`src/shared/io_port_function_select_pkg.sv`:
```
// constants, register map and types of the port function select block
package io_port_function_select_pkg;

  // --------------------------------------------------------------
  // bus geometry
  // --------------------------------------------------------------
  localparam int unsigned DATA_W   = 32;
  localparam int unsigned SEL_W    = 4;
  localparam int unsigned ADDR_W   = 32;
  localparam int unsigned ADDR_LSB = 2;
  localparam int unsigned PORT_PINS = 64;

  // --------------------------------------------------------------
  // register byte addresses
  // --------------------------------------------------------------
  localparam logic [31:0] DIR_LOW_ADDR  = 32'hf0030000;
  localparam logic [31:0] DIR_HIGH_ADDR = 32'hf0030004;
  localparam logic [31:0] SEL_LOW_ADDR  = 32'hf0030008;
  localparam logic [31:0] SEL_HIGH_ADDR = 32'hf003000c;
  localparam logic [31:0] IRQ_CFG_ADDR  = 32'hf0030010;
  localparam logic [31:0] DMA_CFG_ADDR  = 32'hf0030014;

  // --------------------------------------------------------------
  // reset values
  // --------------------------------------------------------------
  localparam logic [31:0] SEL_LOW_RST  = 32'h0fffff00;
  localparam logic [31:0] SEL_HIGH_RST = 32'h00000000;
  localparam logic [31:0] DIR_LOW_RST  = 32'hf003ffff;
  localparam logic [31:0] DIR_HIGH_RST = 32'hffffffff;
  localparam logic [31:0] IRQ_CFG_RST  = 32'h00000000;
  localparam logic [31:0] DMA_CFG_RST  = 32'h00000000;
  localparam logic [31:0] UNMAPPED_RD  = 32'h00000000;

  // --------------------------------------------------------------
  // pins whose role comes from the irq and dma config registers
  // --------------------------------------------------------------
  localparam int unsigned IRQ_PIN_BASE     = 8;
  localparam int unsigned IRQ_PIN_NUM      = 6;
  localparam int unsigned DMA_REQ_BASE     = 14;
  localparam int unsigned DMA_ACK_BASE     = 18;
  localparam int unsigned DMA_CH_NUM       = 4;
  localparam int unsigned DMA_ACK_CFG_BASE = 4;

  // bus slave state, gray along idle -> ack
  typedef enum logic [1:0] {
    BUS_IDLE = 2'b00,
    BUS_ACK  = 2'b01
  } bus_state_t;

endpackage

```
`src/verilog/io_port_function_select.sv`:
```
// port function select top: wishbone registers and pin role logic
//
// The Wishbone interface to the registers was chosen for this implementation.
`timescale 1ns/10ps

// Contract
// two function select registers route pins to peripheral or gpio
// select bit zero gives dedicated signal, one gives general-purpose pin
// irq and dma pin roles come from their own config registers
// low select register, read/write, pins 0-31, reset 0x0fffff00
// high select register, read/write, pins 32-63, reset zero
// direction bits 12..0 of both direction registers reset to one
// direction one is input, zero drives the gpio pin
module io_port_function_select
  import io_port_function_select_pkg::*;
#(
  parameter int unsigned PINS = PORT_PINS
) (
  input  wire logic              clk_i,
  input  wire logic              resetn_i,
  // wishbone classic slave
  input  wire logic              cyc_i,
  input  wire logic              stb_i,
  input  wire logic              we_i,
  input  wire logic [ADDR_W-1:0] adr_i,
  input  wire logic [SEL_W-1:0]  sel_i,
  input  wire logic [DATA_W-1:0] dat_i,
  output logic      [DATA_W-1:0] dat_o,
  output logic                   ack_o,
  // package pins
  input  wire logic [PINS-1:0]   pad_i,
  output logic      [PINS-1:0]   pad_o,
  output logic      [PINS-1:0]   pad_oe_n_o,
  // on-chip peripherals
  input  wire logic [PINS-1:0]   periph_out_i,
  input  wire logic [PINS-1:0]   periph_oe_i,
  output logic      [PINS-1:0]   periph_in_o,
  // gpio data path
  input  wire logic [PINS-1:0]   gpio_out_i,
  output logic      [PINS-1:0]   gpio_in_o
);

  // ------------------------------------------------------------
  // elaboration check
  // ------------------------------------------------------------
  // two 32-bit select registers cover exactly the port
  if (PINS != 2 * DATA_W) begin : g_bad_pins
    $error("pin count must equal two register words");
  end

  // ------------------------------------------------------------
  // declarations
  // ------------------------------------------------------------
  bus_state_t        bus_state_reg;
  bus_state_t        bus_state_next;
  logic [DATA_W-1:0] rd_data_next;
  logic              req;
  logic              wr_take;
  logic [DATA_W-1:0] sel_low_reg;
  logic [DATA_W-1:0] sel_high_reg;
  logic [DATA_W-1:0] dir_low_reg;
  logic [DATA_W-1:0] dir_high_reg;
  logic [DATA_W-1:0] irq_cfg_reg;
  logic [DATA_W-1:0] dma_cfg_reg;
  logic              hit_sel_low;
  logic              hit_sel_high;
  logic              hit_dir_low;
  logic              hit_dir_high;
  logic              hit_irq_cfg;
  logic              hit_dma_cfg;
  logic [PINS-1:0]   gpio_sel;
  logic [PINS-1:0]   dir_in;
  logic [PINS-1:0]   cfg_mask;
  logic [PINS-1:0]   cfg_drive;
  logic [PINS-1:0]   cfg_in_en;
  logic [PINS-1:0]   ded_drive;
  logic [PINS-1:0]   ded_in_en;
  logic [PINS-1:0]   pin_level;

  // ------------------------------------------------------------
  // byte-lane merge for writes
  // ------------------------------------------------------------
  function automatic logic [DATA_W-1:0] lane_merge(
    input logic [DATA_W-1:0] old_val,
    input logic [DATA_W-1:0] new_val,
    input logic [SEL_W-1:0]  lanes
  );
    logic [DATA_W-1:0] res;
    res = old_val;
    for (int b = 0; b < SEL_W; b++) begin
      if (lanes[b]) begin
        res[b*8 +: 8] = new_val[b*8 +: 8];
      end
    end
    return res;
  endfunction

  // ------------------------------------------------------------
  // address decode
  // ------------------------------------------------------------
  // word compare; low address bits are covered by sel_i
  assign hit_sel_low  = adr_i[ADDR_W-1:ADDR_LSB] == SEL_LOW_ADDR[ADDR_W-1:ADDR_LSB];
  assign hit_sel_high = adr_i[ADDR_W-1:ADDR_LSB] == SEL_HIGH_ADDR[ADDR_W-1:ADDR_LSB];
  assign hit_dir_low  = adr_i[ADDR_W-1:ADDR_LSB] == DIR_LOW_ADDR[ADDR_W-1:ADDR_LSB];
  assign hit_dir_high = adr_i[ADDR_W-1:ADDR_LSB] == DIR_HIGH_ADDR[ADDR_W-1:ADDR_LSB];
  assign hit_irq_cfg  = adr_i[ADDR_W-1:ADDR_LSB] == IRQ_CFG_ADDR[ADDR_W-1:ADDR_LSB];
  assign hit_dma_cfg  = adr_i[ADDR_W-1:ADDR_LSB] == DMA_CFG_ADDR[ADDR_W-1:ADDR_LSB];

  // request and write commit strobes
  assign req = cyc_i & stb_i;
  // write lands on the edge where the master sees ack high
  assign wr_take = req & we_i & (bus_state_reg == BUS_ACK);

  // ------------------------------------------------------------
  // bus slave state machine
  // ------------------------------------------------------------
  // one wait state: ack one edge after the request is seen
  always_comb begin
    bus_state_next = bus_state_reg;
    unique case (bus_state_reg)
      BUS_IDLE: begin
        if (req) begin
          bus_state_next = BUS_ACK;
        end
      end
      BUS_ACK: begin
        bus_state_next = BUS_IDLE;
      end
      default: begin
        bus_state_next = BUS_IDLE;
      end
    endcase
  end

  always_ff @(posedge clk_i or negedge resetn_i) begin
    if (!resetn_i) begin
      bus_state_reg <= BUS_IDLE;
    end else begin
      bus_state_reg <= bus_state_next;
    end
  end

  // ack is a single-cycle pulse per request
  always_ff @(posedge clk_i or negedge resetn_i) begin
    if (!resetn_i) begin
      ack_o <= 1'b0;
    end else begin
      ack_o <= (bus_state_reg == BUS_IDLE) & req;
    end
  end

  // ------------------------------------------------------------
  // read path
  // ------------------------------------------------------------
  // unmapped words read zero and still acknowledge
  always_comb begin
    rd_data_next = UNMAPPED_RD;
    if (hit_sel_low) begin
      rd_data_next = sel_low_reg;
    end else if (hit_sel_high) begin
      rd_data_next = sel_high_reg;
    end else if (hit_dir_low) begin
      rd_data_next = dir_low_reg;
    end else if (hit_dir_high) begin
      rd_data_next = dir_high_reg;
    end else if (hit_irq_cfg) begin
      rd_data_next = irq_cfg_reg;
    end else if (hit_dma_cfg) begin
      rd_data_next = dma_cfg_reg;
    end
  end

  // data captured with the ack so it is stable while ack is high
  always_ff @(posedge clk_i or negedge resetn_i) begin
    if (!resetn_i) begin
      dat_o <= '0;
    end else if ((bus_state_reg == BUS_IDLE) & req & ~we_i) begin
      dat_o <= rd_data_next;
    end else if (bus_state_reg == BUS_ACK) begin
      dat_o <= '0;
    end
  end

  // ------------------------------------------------------------
  // function select registers
  // ------------------------------------------------------------
  // low select, pins 0-31
  always_ff @(posedge clk_i or negedge resetn_i) begin
    if (!resetn_i) begin
      sel_low_reg <= SEL_LOW_RST;
    end else if (wr_take & hit_sel_low) begin
      sel_low_reg <= lane_merge(sel_low_reg, dat_i, sel_i);
    end
  end

  // high select, pins 32-63
  always_ff @(posedge clk_i or negedge resetn_i) begin
    if (!resetn_i) begin
      sel_high_reg <= SEL_HIGH_RST;
    end else if (wr_take & hit_sel_high) begin
      sel_high_reg <= lane_merge(sel_high_reg, dat_i, sel_i);
    end
  end

  // ------------------------------------------------------------
  // direction registers
  // ------------------------------------------------------------
  // low bits come up as inputs
  always_ff @(posedge clk_i or negedge resetn_i) begin
    if (!resetn_i) begin
      dir_low_reg <= DIR_LOW_RST;
    end else if (wr_take & hit_dir_low) begin
      dir_low_reg <= lane_merge(dir_low_reg, dat_i, sel_i);
    end
  end

  // high bank starts as inputs
  always_ff @(posedge clk_i or negedge resetn_i) begin
    if (!resetn_i) begin
      dir_high_reg <= DIR_HIGH_RST;
    end else if (wr_take & hit_dir_high) begin
      dir_high_reg <= lane_merge(dir_high_reg, dat_i, sel_i);
    end
  end

  // ------------------------------------------------------------
  // irq and dma pin config registers
  // ------------------------------------------------------------
  // unused bits kept as storage, they read back as written
  always_ff @(posedge clk_i or negedge resetn_i) begin
    if (!resetn_i) begin
      irq_cfg_reg <= IRQ_CFG_RST;
    end else if (wr_take & hit_irq_cfg) begin
      irq_cfg_reg <= lane_merge(irq_cfg_reg, dat_i, sel_i);
    end
  end

  always_ff @(posedge clk_i or negedge resetn_i) begin
    if (!resetn_i) begin
      dma_cfg_reg <= DMA_CFG_RST;
    end else if (wr_take & hit_dma_cfg) begin
      dma_cfg_reg <= lane_merge(dma_cfg_reg, dat_i, sel_i);
    end
  end

  // ------------------------------------------------------------
  // pin role vectors
  // ------------------------------------------------------------
  // two words form one per-pin select vector
  assign gpio_sel = {sel_high_reg, sel_low_reg};
  assign dir_in   = {dir_high_reg, dir_low_reg};

  // per pin: does a config register own the role, and what is it
  for (genvar p = 0; p < PINS; p++) begin : g_role
    if (p >= IRQ_PIN_BASE && p < IRQ_PIN_BASE + IRQ_PIN_NUM) begin : g_irq
      // irq pin is input when enabled
      assign cfg_mask[p]  = 1'b1;
      assign cfg_drive[p] = 1'b0;
      assign cfg_in_en[p] = irq_cfg_reg[p - IRQ_PIN_BASE];
    end else if (p >= DMA_REQ_BASE && p < DMA_REQ_BASE + DMA_CH_NUM) begin : g_req
      // dma request pin is input when enabled
      assign cfg_mask[p]  = 1'b1;
      assign cfg_drive[p] = 1'b0;
      assign cfg_in_en[p] = dma_cfg_reg[p - DMA_REQ_BASE];
    end else if (p >= DMA_ACK_BASE && p < DMA_ACK_BASE + DMA_CH_NUM) begin : g_ack
      // dma ack pin is driven when enabled
      assign cfg_mask[p]  = 1'b1;
      assign cfg_drive[p] = dma_cfg_reg[DMA_ACK_CFG_BASE + p - DMA_ACK_BASE];
      assign cfg_in_en[p] = 1'b0;
    end else begin : g_plain
      // other peripherals state their own direction
      assign cfg_mask[p]  = 1'b0;
      assign cfg_drive[p] = 1'b0;
      assign cfg_in_en[p] = 1'b1;
    end
  end

  // config register overrides peripheral direction
  assign ded_drive = (cfg_mask & cfg_drive) | (~cfg_mask & periph_oe_i);
  assign ded_in_en = cfg_in_en;

  // ------------------------------------------------------------
  // pin input synchroniser
  // ------------------------------------------------------------
  pin_input_sync #(
    .WIDTH (PINS)
  ) u_sync (
    .clk_i    (clk_i),
    .resetn_i (resetn_i),
    .pin_i    (pad_i),
    .level_o  (pin_level)
  );

  // ------------------------------------------------------------
  // pin routing cells
  // ------------------------------------------------------------
  // mux per pin, outputs registered inside
  pin_route #(
    .PINS (PINS)
  ) u_route (
    .clk_i        (clk_i),
    .resetn_i     (resetn_i),
    .gpio_sel_i   (gpio_sel),
    .dir_in_i     (dir_in),
    .ded_drive_i  (ded_drive),
    .ded_in_en_i  (ded_in_en),
    .periph_out_i (periph_out_i),
    .gpio_out_i   (gpio_out_i),
    .level_i      (pin_level),
    .pad_o        (pad_o),
    .pad_oe_n_o   (pad_oe_n_o),
    .periph_in_o  (periph_in_o),
    .gpio_in_o    (gpio_in_o)
  );

endmodule

```
`src/verilog/pin_input_sync.sv`:
```
// three-stage pin synchroniser with agreement filter
`timescale 1ns/10ps
module pin_input_sync #(
  parameter int unsigned WIDTH = 64
) (
  input  wire logic             clk_i,
  input  wire logic             resetn_i,
  input  wire logic [WIDTH-1:0] pin_i,
  output logic      [WIDTH-1:0] level_o
);

  logic [WIDTH-1:0] stage1_reg;
  logic [WIDTH-1:0] stage2_reg;
  logic [WIDTH-1:0] stage3_reg;

  // -----------------------------------------------------------
  // shift chain; stage1 only feeds stage2
  // -----------------------------------------------------------
  always_ff @(posedge clk_i or negedge resetn_i) begin
    if (!resetn_i) begin
      stage1_reg <= '0;
      stage2_reg <= '0;
      stage3_reg <= '0;
    end else begin
      stage1_reg <= pin_i;
      stage2_reg <= stage1_reg;
      stage3_reg <= stage2_reg;
    end
  end

  // a change counts only once stage2 and stage3 agree
  always_ff @(posedge clk_i or negedge resetn_i) begin
    if (!resetn_i) begin
      level_o <= '0;
    end else begin
      level_o <= (stage2_reg & stage3_reg) | (level_o & (stage2_reg | stage3_reg));
    end
  end

endmodule

```
`src/verilog/pin_route.sv`:
```
// per-pin routing between pad, peripheral signal and gpio
`timescale 1ns/10ps
module pin_route #(
  parameter int unsigned PINS = 64
) (
  input  wire logic            clk_i,
  input  wire logic            resetn_i,
  input  wire logic [PINS-1:0] gpio_sel_i,
  input  wire logic [PINS-1:0] dir_in_i,
  input  wire logic [PINS-1:0] ded_drive_i,
  input  wire logic [PINS-1:0] ded_in_en_i,
  input  wire logic [PINS-1:0] periph_out_i,
  input  wire logic [PINS-1:0] gpio_out_i,
  input  wire logic [PINS-1:0] level_i,
  output logic      [PINS-1:0] pad_o,
  output logic      [PINS-1:0] pad_oe_n_o,
  output logic      [PINS-1:0] periph_in_o,
  output logic      [PINS-1:0] gpio_in_o
);

  // -----------------------------------------------------------
  // one routing cell per pin
  // -----------------------------------------------------------
  for (genvar p = 0; p < PINS; p++) begin : g_pin
    // zero dedicated, one gpio
    always_ff @(posedge clk_i or negedge resetn_i) begin
      if (!resetn_i) begin
        pad_o[p] <= 1'b0;
      end else begin
        pad_o[p] <= gpio_sel_i[p] ? gpio_out_i[p] : periph_out_i[p];
      end
    end

    // direction one means input
    // released pads sit undriven, safe default for unknown boards
    always_ff @(posedge clk_i or negedge resetn_i) begin
      if (!resetn_i) begin
        pad_oe_n_o[p] <= 1'b1;
      end else if (gpio_sel_i[p]) begin
        pad_oe_n_o[p] <= dir_in_i[p];
      end else begin
        pad_oe_n_o[p] <= ~ded_drive_i[p];
      end
    end

    // peripheral sees pin only in its role
    always_ff @(posedge clk_i or negedge resetn_i) begin
      if (!resetn_i) begin
        periph_in_o[p] <= 1'b0;
      end else begin
        periph_in_o[p] <= ~gpio_sel_i[p] & ded_in_en_i[p] & level_i[p];
      end
    end

    // gpio input readback follows the pad in any mode
    always_ff @(posedge clk_i or negedge resetn_i) begin
      if (!resetn_i) begin
        gpio_in_o[p] <= 1'b0;
      end else begin
        gpio_in_o[p] <= level_i[p];
      end
    end
  end

endmodule

```
`config.mk`:
```
export PLATFORM = sky130hd
export DESIGN_NAME = io_port_function_select
export DESIGN_NICKNAME = d
export VERILOG_FILES = /design/src/shared/io_port_function_select_pkg.sv /design/src/verilog/io_port_function_select.sv /design/src/verilog/pin_input_sync.sv /design/src/verilog/pin_route.sv
export SDC_FILE = /design/constraint.sdc
export NUM_CORES = 1
export LEC_CHECK = 0
export BUFFER_PORTS_ARGS = -buffer_cell sky130_fd_sc_hd__buf_2
export CORE_AREA = 5 5 239 241
export CTS_CLUSTER_SIZE = 16
export DETAILED_ROUTE_END_ITERATION = 7
export DIE_AREA = 0 0 244 246
export GPL_TIMING_DRIVEN = 1
export PLACE_DENSITY = 0.72
export SLEW_MARGIN = 20
export SYNTH_ARGS = -nofsm -noshare
export SYNTH_HDL_FRONTEND = slang
export SYNTH_SLANG_ARGS = --single-unit
```
`constraint.sdc`:
```
create_clock -name clk_i -period 5.6 [get_ports clk_i]
set_input_delay 1.68 -clock clk_i [delete_from_list [all_inputs] [get_ports clk_i]]
set_output_delay 1.68 -clock clk_i [all_outputs]
set_load 0.02 [all_outputs]
```
* Word level (Yosys, flattened, before mapping)
Cells that the tools add are included.
** Word-level totals
- Register bits :: 735
- Latch bits :: 0
- Bits in writable memories :: 0
- Bits in read-only memories :: 0
- Memories kept :: 0
** Cells by class
- $add $sub $neg :: 0
- $mul :: 0
- Divide/modulo/power cells :: 0
- Magnitude comparators :: 0
- Eq/ne operators :: 8
- Shifts and indexed selects :: 0
- Multiplexer cells :: 138
- Bitwise logic cells :: 211
- Reductions and logical operators :: 26
** Operators with widths (number)
- 32-bit 2-to-1 mux :: 8
- 30-bit == test (second input constant) :: 6
- 64-bit AND :: 2
- 1-bit 2-to-1 mux :: 128
- 64-bit bitwise OR :: 2
- 1-bit inverter :: 125
- 1-bit AND :: 81
- 22-bit by 64-bit bitwise OR with 64-bit output :: 1
- 2-bit AND reduction :: 24
- 2-bit 2-to-1 mux :: 2
- 2-bit by 1-bit == test with 1-bit output (second input constant) :: 1
- 2-bit zero test :: 1
- 2-bit != test (second input constant) :: 1
- 2-bit nonzero test :: 1

* Depth between registers and ports, before layout
Gate-level depths: netlist (run 1).
- Depth in word-level cells :: 8
- Mapped depth :: 7
- Gate-level depth less buffers :: 5

* By module
Synthesis (run 1) repeated with hierarchy kept, for this count alone.
** Second synthesis, totals
- Cell total of the unflattened synthesis :: 1691
- Area total of the unflattened synthesis :: 26213.9 µm²
** By module, submodules not included
- io_port_function_select :: times used 1, cells each 795, area an instance 10598.9 µm², seq. area each 5748.0 µm²
- pin_route :: times used 1, cells each 576, area an instance 8488.1 µm², seq. area each 6486.2 µm²
- pin_input_sync :: times used 1, cells each 320, area an instance 7126.8 µm², seq. area each 6406.1 µm²

* Least setup slack after synthesis (run 1)
No wires, ideal clock.
- Kind :: input-to-reg
- Start :: input adr_i[23]
- End :: register dma_cfg_reg[0]
- Library setup time :: 125 ps
- Data arrival time :: 3340 ps
- Required time :: 5475 ps
- Path slack :: 2135 ps
- Stages :: 6
- Path through :: nor4b_1 > nand4_1 > buf_6 > buf_8 > nor4_4 > mux2_2
** Between the ends
- Longest elaborated chain between the ends :: 3
** Ends and longest elaborated chain
- start, declared :: RTL line io_port_function_select.sv:25 : input wire logic [ADDR_W-1:0] adr_i,
- 30-bit == test :: RTL line io_port_function_select.sv:107 : assign hit_dma_cfg = adr_i[ADDR_W-1:ADDR_LSB] == DMA_CFG_ADDR[ADDR_W-1:ADDR_LSB];
- 1-bit AND :: RTL line io_port_function_select.sv:241 : end else if (wr_take & hit_dma_cfg) begin
- 2-bit AND reduction (no source line)
- end signal, assigned :: RTL line io_port_function_select.sv:242 : dma_cfg_reg <= lane_merge(dma_cfg_reg, dat_i, sel_i);
- end, declared :: RTL line io_port_function_select.sv:64 : logic [DATA_W-1:0] dma_cfg_reg;
Every way passes these cells.
A chain may end at the register's enable or synchronous reset.

* Worst setup path after layout (run 1)
- Start :: input adr_i[24]
- End :: register sel_high_reg[15]
** Between the ends
- Longest elaborated chain between the ends :: 3
** Ends and longest elaborated chain
- 30-bit == test :: RTL line io_port_function_select.sv:103 : assign hit_sel_high = adr_i[ADDR_W-1:ADDR_LSB] == SEL_HIGH_ADDR[ADDR_W-1:ADDR_LSB];
- 1-bit AND :: RTL line io_port_function_select.sv:200 : end else if (wr_take & hit_sel_high) begin
- 2-bit AND reduction (no source line)
- end signal, assigned :: RTL line io_port_function_select.sv:201 : sel_high_reg <= lane_merge(sel_high_reg, dat_i, sel_i);
- end, declared :: RTL line io_port_function_select.sv:60 : logic [DATA_W-1:0] sel_high_reg;
Every way passes these cells.

==> summary.txt, run 1 <==
Power
  • Pwr Density: 355 nW/µm²
  • Pleak: 0.0151 µW
  • Switching Share: 23.1%
  • Power, Total: 11500 µW
  • Peak supply drop: 0.000278 V
  • Sequential Power Share: 49.4%
  • Gate power share: 6.5%
  • Net Switching: 2660 µW
  • Internal power: 8820 µW
  • Clock group share of total power: 44.1%

Clock tree
  • Setup bufs post-CTS: 0
  • Cts hold-fix bufs: 0
  • Clock-pin slew on the worst setup and hold paths: 0.06 ns
  • CTS-repair resized insts: 0
  • Clk sink count: 734
  • Max clock buf depth: 3
  • CTS tree: done
  • Total CTS buffers: 74
  • Root Buffer: clkbuf_16
  • Worst skew pair latency: 0.61 ns
  • H-tree depth: 3

Yosys
  • Yosys cell types: 44
  • Synth Instances: 1620
  • Commonest cells post-synth: dfrtp_1, mux2_2, dfstp_2, nor2b_1, maj3_1
  • Async SR Flop Fraction: 100%
  • Count leader, synth: dfrtp_1
  • Post-synthesis sequential area ratio: 71.9%
  • Post-synthesis area per instance: 15.9 µm²
  • Synth Register Bits: 734
  • Synth Flop Type: dfrtp_1
  • Top cell type's share of synthesized area: 57.9%
  • Synthesized cell area: 25800 µm²
  • Yosys warns: 0
  • Cell taking the most area after synthesis: dfrtp_1
  • Post-synth EDFFs: 0
  • Area contributors post-synth: dfrtp_1, dfstp_2, mux2_2

Layout
  • Final core utilization: 59.2%
  • Final #Nets: 2606
  • Synth-to-Final Area Change: 25.4%
  • Share of cells above drive strength 1: 50.2%
  • Final instance area: 32300 µm²

Timing
  • Max-slew headroom: 39.1%
  • Final Max Slew Viols: 0
  • Worst-Margin Slew: 0.906 ns
  • Setup violations, final: 0
  • FMAX: 245 MHz
  • Hold slack: 0.342 ns
  • Final Critical Period: 4.08 ns
  • Final period util: 72.8%
  • Skew final: 0.0177 ns
  • Hold Violations, Final: 0
  • Setup TNS Final: 0 ns
  • RSZ-0062 raised after global routing: false

Setup path
  • CP top delay family: simple AND/OR/NAND/NOR gates
  • Critical Path Start Type: input pin
  • Critical Path RT: 6.09 ns
  • WS Path Type: input pin to flop
  • Arr. time, crit path: 4.57 ns
  • Max stage delay on crit path: 0.84 ns
  • Crit path buffers/inverters: 2
  • CP endpoint kind: flop
  • CP Cell Sequence: buf_2 -> nor4_1 -> nand4_1 -> buf_4 -> nor4_4 -> mux2_2
  • Slowest CP cell: nor4_4
  • CP Max Fanout: 10

Drt
  • WL final: 69600 µm
  • Avg WL per Cell: 22.8 µm
  • DRC Markers: 0
  • TritonRoute pass-1 iters: 4
  • Routed Antenna Nets: 0
  • Via Count: 15700
  • Via-per-instance ratio: 5.15
  • DR iter-0 viols: 814

Global routing
  • GRT Total Usage: 23.1%
  • Global route overflow: 0
  • Largest net degree at the start of global routing: 116
  • Vias in the first global route: 17400
  • First-pass GRT wire length: 106000 µm
  • Initial antenna violation count: 15

Placed design
  • Post-Place Cell Area: 29800 µm²
  • HPWL after DPL: 49500 µm
  • Port bufs: 597
  • GP Congestion: 0.830

Floorplanning
  • I/O pin count: 618
  • Area of the core: 54700 µm²
  • Die Area: 60000 µm²
  • Initial core utilization: 47.2%
  • Die Wd: 244 µm
  • Die Y: 246 µm
  • Rows: 86

Min path
  • Class of the worst hold path: flop to flop

Run status
  • Outcome: finished, final reports clean

Job
  • Max cap viols: 0
-- logic make-up after synthesis --
kind of cell / Yosys count / share of synthesized area [%]
compound gates: 150 / 3.80
fa+ha+maj: 64 / 2.49
buf+inv: 99 / 1.64
flops: 734 / 71.9
mux: 320 / 13.7
other cells: 1 / 0.0145
simple gates: 252 / 6.46
-- power by group through the flow --
stage               clock, µW  sequential [µW]  combinational (µW)
global route             5390             5690                 815
global placement            0             5740                 740
detailed placement          0             5750                 759
floorplan                   0             5900                 150
CTS                      5180             5670                 764
finish                   5060             5660                 747
-- stage by stage --
step,std cells,worst slack (ns)
after floorplan,1623,2.13
after global placement,2905,0.973
after detailed placement,2905,0.926
after CTS,3043,1.58
after global routing,3047,1.44
final,3052,1.52
-- final cells by class --
type                       instances  area [µm²]
clock inverter                    32         438
clock buffer                     106        2110
antenna                            9        22.5
timing repair buffer             624        3280
tap                              704         881
inverter                          53         199
fill                            4240       22300
sequential                       734       18500
multi-input combinational        790        6860
-- per-layer routing --
| metal | global-route usage, % | vias to the layer above | wire (µm) |
|---|---|---|---|
| met5 | 0 | - | 53 |
| met4 | 7.83 | 8 | 1790 |
| met3 | 5.47 | 110 | 4440 |
| met2 | 39.4 | 528 | 35200 |
| met1 | 29.5 | 8095 | 28100 |
| li1 | - | 6985 | - |
-- cell usage in the layout (no fill, tap or decap), types with 52 or more instances in the layout --
| master | instances |
|---|---|
| inv_1 | 53 |
| nor2b_1 | 71 |
| dfrtp_1 | 596 |
| buf_2 | 594 |
| maj3_1 | 64 |
| dfstp_2 | 138 |
| mux2i_1 | 62 |
| clkbuf_16 | 74 |
| o21ai_0 | 52 |
| mux2_2 | 258 |
-- worst paths after layout --
kind	start	to	slack [ns]	cells after the start
max	adr_i[24]	sel_high_reg[15]	1.52	6
min	u_sync.stage1_reg[37]	u_sync.stage2_reg[37]	0.34	0
min reg2reg	u_sync.stage1_reg[37]	u_sync.stage2_reg[37]	0.34	0
max reg2reg	bus_state_reg[0]	sel_low_reg[31]	2.89	5
max in group asynchronous	resetn_i	u_sync.level_o[22]	3.32	2
min in group asynchronous	resetn_i	u_sync.stage3_reg[18]	1.12	1
Note: power is estimated with default switching activity, not from simulation.
==> run 2, diff against run 1 <==
CORE_AREA = 5 5 240 242   (was 5 5 239 241)
DIE_AREA = 0 0 245 247   (was 0 0 244 246)
PLACE_DENSITY = 0.71   (was 0.72)
clock period = 3.8 ns   (was 5.6 ns; I/O delays follow)
==> summary.txt, run 2 (synthesis gave the netlist of run 1 again) <==
Drt
  • Routed Antenna Nets: 0
  • Avg WL per Cell: 22.8 µm
  • DRC Markers: 0
  • WL final: 70200 µm
  • TritonRoute pass-1 iters: 5
  • Via Count: 15900
  • Via-per-instance ratio: 5.17
  • DR iter-0 viols: 724

Timing
  • Final worst slack: 0.910 ns
  • Worst-Margin Slew: 0.850 ns
  • Setup violations, final: 0
  • RSZ-0062 raised after global routing: false
  • Final Critical Period: 2.89 ns
  • FMAX: 346 MHz
  • Skew final: 0.0169 ns
  • Hold Violations, Final: 0
  • Hold slack: 0.345 ns
  • Setup TNS Final: 0 ns
  • Final period util: 76.1%
  • Max-slew headroom: 43.3%
  • Final Max Slew Viols: 0

Layout
  • Most common cell after layout, fill and taps aside: dfrtp_1
  • Synth-to-Final Area Change: 27.5%
  • Fill cells: 4189
  • Final #Nets: 2638
  • Non-Filler Instances: 3077
  • Share of cells above drive strength 1: 51.0%
  • Most frequent cells in the layout: dfrtp_1, buf_2, mux2_2

Setup path
  • Critical Path RT: 4.29 ns
  • Arr. time, crit path: 3.38 ns
  • WS Path Type: input pin to flop
  • CP endpoint kind: flop
  • Worst reg2reg path depth: 7
  • Critical Path Start Type: input pin
  • CP Max Fanout: 18

Floorplanning
  • Die Wd: 245 µm
  • Area of the core: 54900 µm²
  • Die Area: 60500 µm²
  • I/O pin count: 618
  • Rows: 86
  • Initial core utilization: 47.0%
  • Die Y: 247 µm

Placed design
  • GP Congestion: 0.844
  • Cells after DPL: 2936
  • Worst slack at placement: 0.265 ns
  • Port bufs: 597
  • HPWL after DPL: 49600 µm

Global routing
  • GRT Total Usage: 23.0%
  • Largest net degree at the start of global routing: 75
  • Initial antenna violation count: 13
  • First-pass GRT wire length: 106000 µm
  • Vias in the first global route: 17300
  • Global route overflow: 0

Clock tree
  • Clk sink count: 734
  • Cts hold-fix bufs: 0
  • CTS tree: done
  • CTS-repair resized insts: 0
  • Max clock buf depth: 3
  • Worst skew pair latency: 0.62 ns
  • Root Buffer: clkbuf_16
  • H-tree depth: 3
  • Setup bufs post-CTS: 0
  • Total CTS buffers: 75
  • Clock-pin slew on the worst setup and hold paths: 0.06 ns

Power
  • Pleak: 0.0154 µW
  • Power, Total: 17200 µW
  • Peak supply drop: 0.000364 V
  • Pwr Density: 523 nW/µm²

Job
  • Max cap viols: 0

Min path
  • Hold depth: 0
  • Class of the worst hold path: flop to flop

Run status
  • Outcome: finished, final reports clean
==> run 2: routing by layer <==
layer	track usage [%]	part of all wire (%)
met1	30.0	41
met2	38.6	50
met3	5.53	6.6
met4	7.38	2.4
met5	0	0.098
==> run 2: layout make-up <==
type | instances | area, µm² | share of cell area (%)
tap | 704 | 881 | 2.68
clock inverter | 35 | 553 | 1.68
antenna | 4 | 10.0 | 0.0305
timing repair buffer | 655 | 3720 | 11.3
inverter | 53 | 199 | 0.605
clock buffer | 102 | 2100 | 6.38
sequential | 734 | 18500 | 56.4
multi-input combinational | 790 | 6860 | 20.9
==> run 2: worst paths after layout <==
path                                  startpoint  slack (ns)                    end
setup / recovery                       adr_i[24]        0.91         irq_cfg_reg[3]
max in group asynchronous               resetn_i        2.20  u_route.gpio_in_o[23]
setup reg to reg                bus_state_reg[0]        1.70       sel_high_reg[23]
hold / removal             u_sync.stage1_reg[33]        0.34  u_sync.stage2_reg[33]
hold reg to reg            u_sync.stage1_reg[33]        0.34  u_sync.stage2_reg[33]
min in group asynchronous               resetn_i        0.49  u_sync.stage2_reg[21]
==> run 2: metrics by stage <==
step                utilization (%)  instance area (µm²)
global placement               55.0                30200
detailed placement             55.0                30200
finish                         59.9                32900
global route                   59.9                32900
CTS                            59.9                32900
floorplan                         -                25800
==> run 2: report_power, final <==
group	internal (µW)	switching, µW	total (µW)
Sequential	8200	150	8350
Combinational	403	718	1120
Clock	4570	3150	7720
Total	13200	4020	17200
==> run 2: worst max-delay path, cell delays in order <==
cell	delay (ns)
buf_2	0.12
nor4_1	0.54
nand4_1	0.28
buf_12	0.26
nor2_1	0.25
buf_4	0.19
nand4_2	0.09
buf_4	0.20
mux2_2	0.28
==> run 3, diff against run 2 <==
clock period = 3 ns   (was 3.8 ns; I/O delays follow)
==> summary.txt, run 3 (synthesis gave the netlist of run 1 again) <==
Timing
  • Hold Violations, Final: 0
  • Final Max Slew Viols: 0
  • Skew final: 0.0138 ns
  • Worst-Margin Slew: 0.874 ns
  • Max-slew headroom: 41.7%
  • FMAX: 416 MHz
  • Final Critical Period: 2.41 ns
  • Setup violations, final: 0
  • Final period util: 80.2%
  • RSZ-0062 raised after global routing: false

Layout
  • Non-Filler Instances: 3090
  • Final #Nets: 2649
  • Most common cell after layout, fill and taps aside: dfrtp_1
  • Most frequent cells in the layout: dfrtp_1, buf_2, mux2_2
  • Share of cells above drive strength 1: 51.2%
  • Final core utilization: 60.2%
  • Fill cells: 4191
  • Synth-to-Final Area Change: 28.2%

Min path
  • Class of the worst hold path: input pin to asynchronous set/reset pin

Run status
  • Outcome: finished, final reports clean

Setup path
  • Worst reg2reg path depth: 7
  • CP Cell Sequence: buf_2 -> nand2_1 -> nor4_4 -> buf_4 -> mux2_2
  • Arr. time, crit path: 2.88 ns
  • Max stage delay on crit path: 0.54 ns
  • Reg2Reg Launch Point: bus_state_reg[0]
  • Critical Path Start Type: input pin
  • RR Endpoint: sel_low_reg[28]
  • R2R Setup Slk: 0.88 ns
  • CP endpoint kind: flop
  • Critical Path RT: 3.48 ns
  • Slowest CP cell: nand2_1
  • WS Path Type: input pin to flop
  • CP Max Fanout: 17

Drt
  • Routed Antenna Nets: 0
  • DRC Markers: 0
  • Via Count: 15900
  • Via-per-instance ratio: 5.15
  • WL final: 69800 µm
  • TritonRoute pass-1 iters: 4
  • Avg WL per Cell: 22.6 µm
  • DR iter-0 viols: 803

Global routing
  • Met3 GRT Util: 5.19%
  • Vias in the first global route: 17300
  • GRT Total Usage: 23.0%
  • Top Usage Layer GRT: met2
  • Initial antenna violation count: 11
  • Global Route met1 Usage: 29.7%
  • Met2 Use GR: 38.4%
  • Largest net degree at the start of global routing: 100
  • First-pass GRT wire length: 105000 µm
  • Global route overflow: 0

Placed design
  • GP Congestion: 0.836
  • HPWL after DPL: 50300 µm
  • Cells after DPL: 2948
  • Port bufs: 597

Floorplanning
  • Area of the core: 54900 µm²
  • Initial core utilization: 47.0%
  • Die Wd: 245 µm
  • I/O pin count: 618
  • Die Area: 60500 µm²
  • Rows: 86
  • Die Y: 247 µm

Clock tree
  • Cts hold-fix bufs: 0
  • CTS-repair resized insts: 0
  • Setup bufs post-CTS: 0
  • Worst skew pair latency: 0.60 ns
  • Clk sink count: 734
  • Root Buffer: clkbuf_16
  • Max clock buf depth: 3
  • Total CTS buffers: 74
  • CTS tree: done
  • H-tree depth: 3
  • Clock-pin slew on the worst setup and hold paths: 0.06 ns

Power
  • Pleak: 0.0154 µW
  • Power, Total: 21500 µW
  • Peak supply drop: 0.000485 V
  • Pwr Density: 650 nW/µm²

Job
  • Max cap viols: 0
run 3: worst max path at each step:
stage                         start               to  depth (start not counted)
after global placement     adr_i[3]  sel_low_reg[28]                          5
final                      adr_i[3]  sel_low_reg[28]                          5
after detailed placement   adr_i[3]  sel_low_reg[28]                          5
after global routing      adr_i[23]  sel_low_reg[29]                          8
after floorplan           adr_i[23]   dma_cfg_reg[0]                          6
after CTS                  adr_i[3]  sel_low_reg[28]                          5
run 3: cell type report:
| cell class | instances | area [µm²] | area share (%) |
|---|---|---|---|
| well taps | 704 | 881 | 2.67 |
| flip-flops and latches | 734 | 18500 | 56.1 |
| clock inverters | 32 | 423 | 1.28 |
| multi-input cells | 790 | 6860 | 20.8 |
| inverters | 53 | 199 | 0.602 |
| repair buffers | 667 | 4000 | 12.1 |
| diodes | 5 | 12.5 | 0.0379 |
| clock buffers | 105 | 2120 | 6.42 |
run 3: critical path, delay by kind of cell:
kind	cells	cell delay, ns
and+or+nand+nor	2	0.93
buffers and inverters	2	0.68
muxes	1	0.34
run 3: power breakdown:
group	switching, µW	leakage, µW	total (µW)	internal (µW)
Combinational	909	0.00543	1420	513
Clock	3830	0.00123	9490	5660
Sequential	187	0.00876	10600	10400
Total	4920	0.0154	21500	16600
run 3: metrics by stage:
step / cell area [µm²] / hold WS, ns / worst slack [ns] / setup TNS [ns]
final: 33000 / 0.265 / 0.595 / 0
after global routing: 33000 / 0.269 / 0.481 / 0
after CTS: 33000 / 0.247 / 0.591 / 0
after detailed placement: 30500 / 0.335 / -0.0633 / -0.287
after global placement: 30500 / 0.332 / -0.0252 / -0.0775
after floorplan: 25800 / 0.331 / 0.315 / 0
run 3: per-layer routing:
metal	part of all wire, %	wire length [µm]
met1	40	27900
met2	51	35500
met3	6.3	4420
met4	2.7	1890
met5	0.059	41
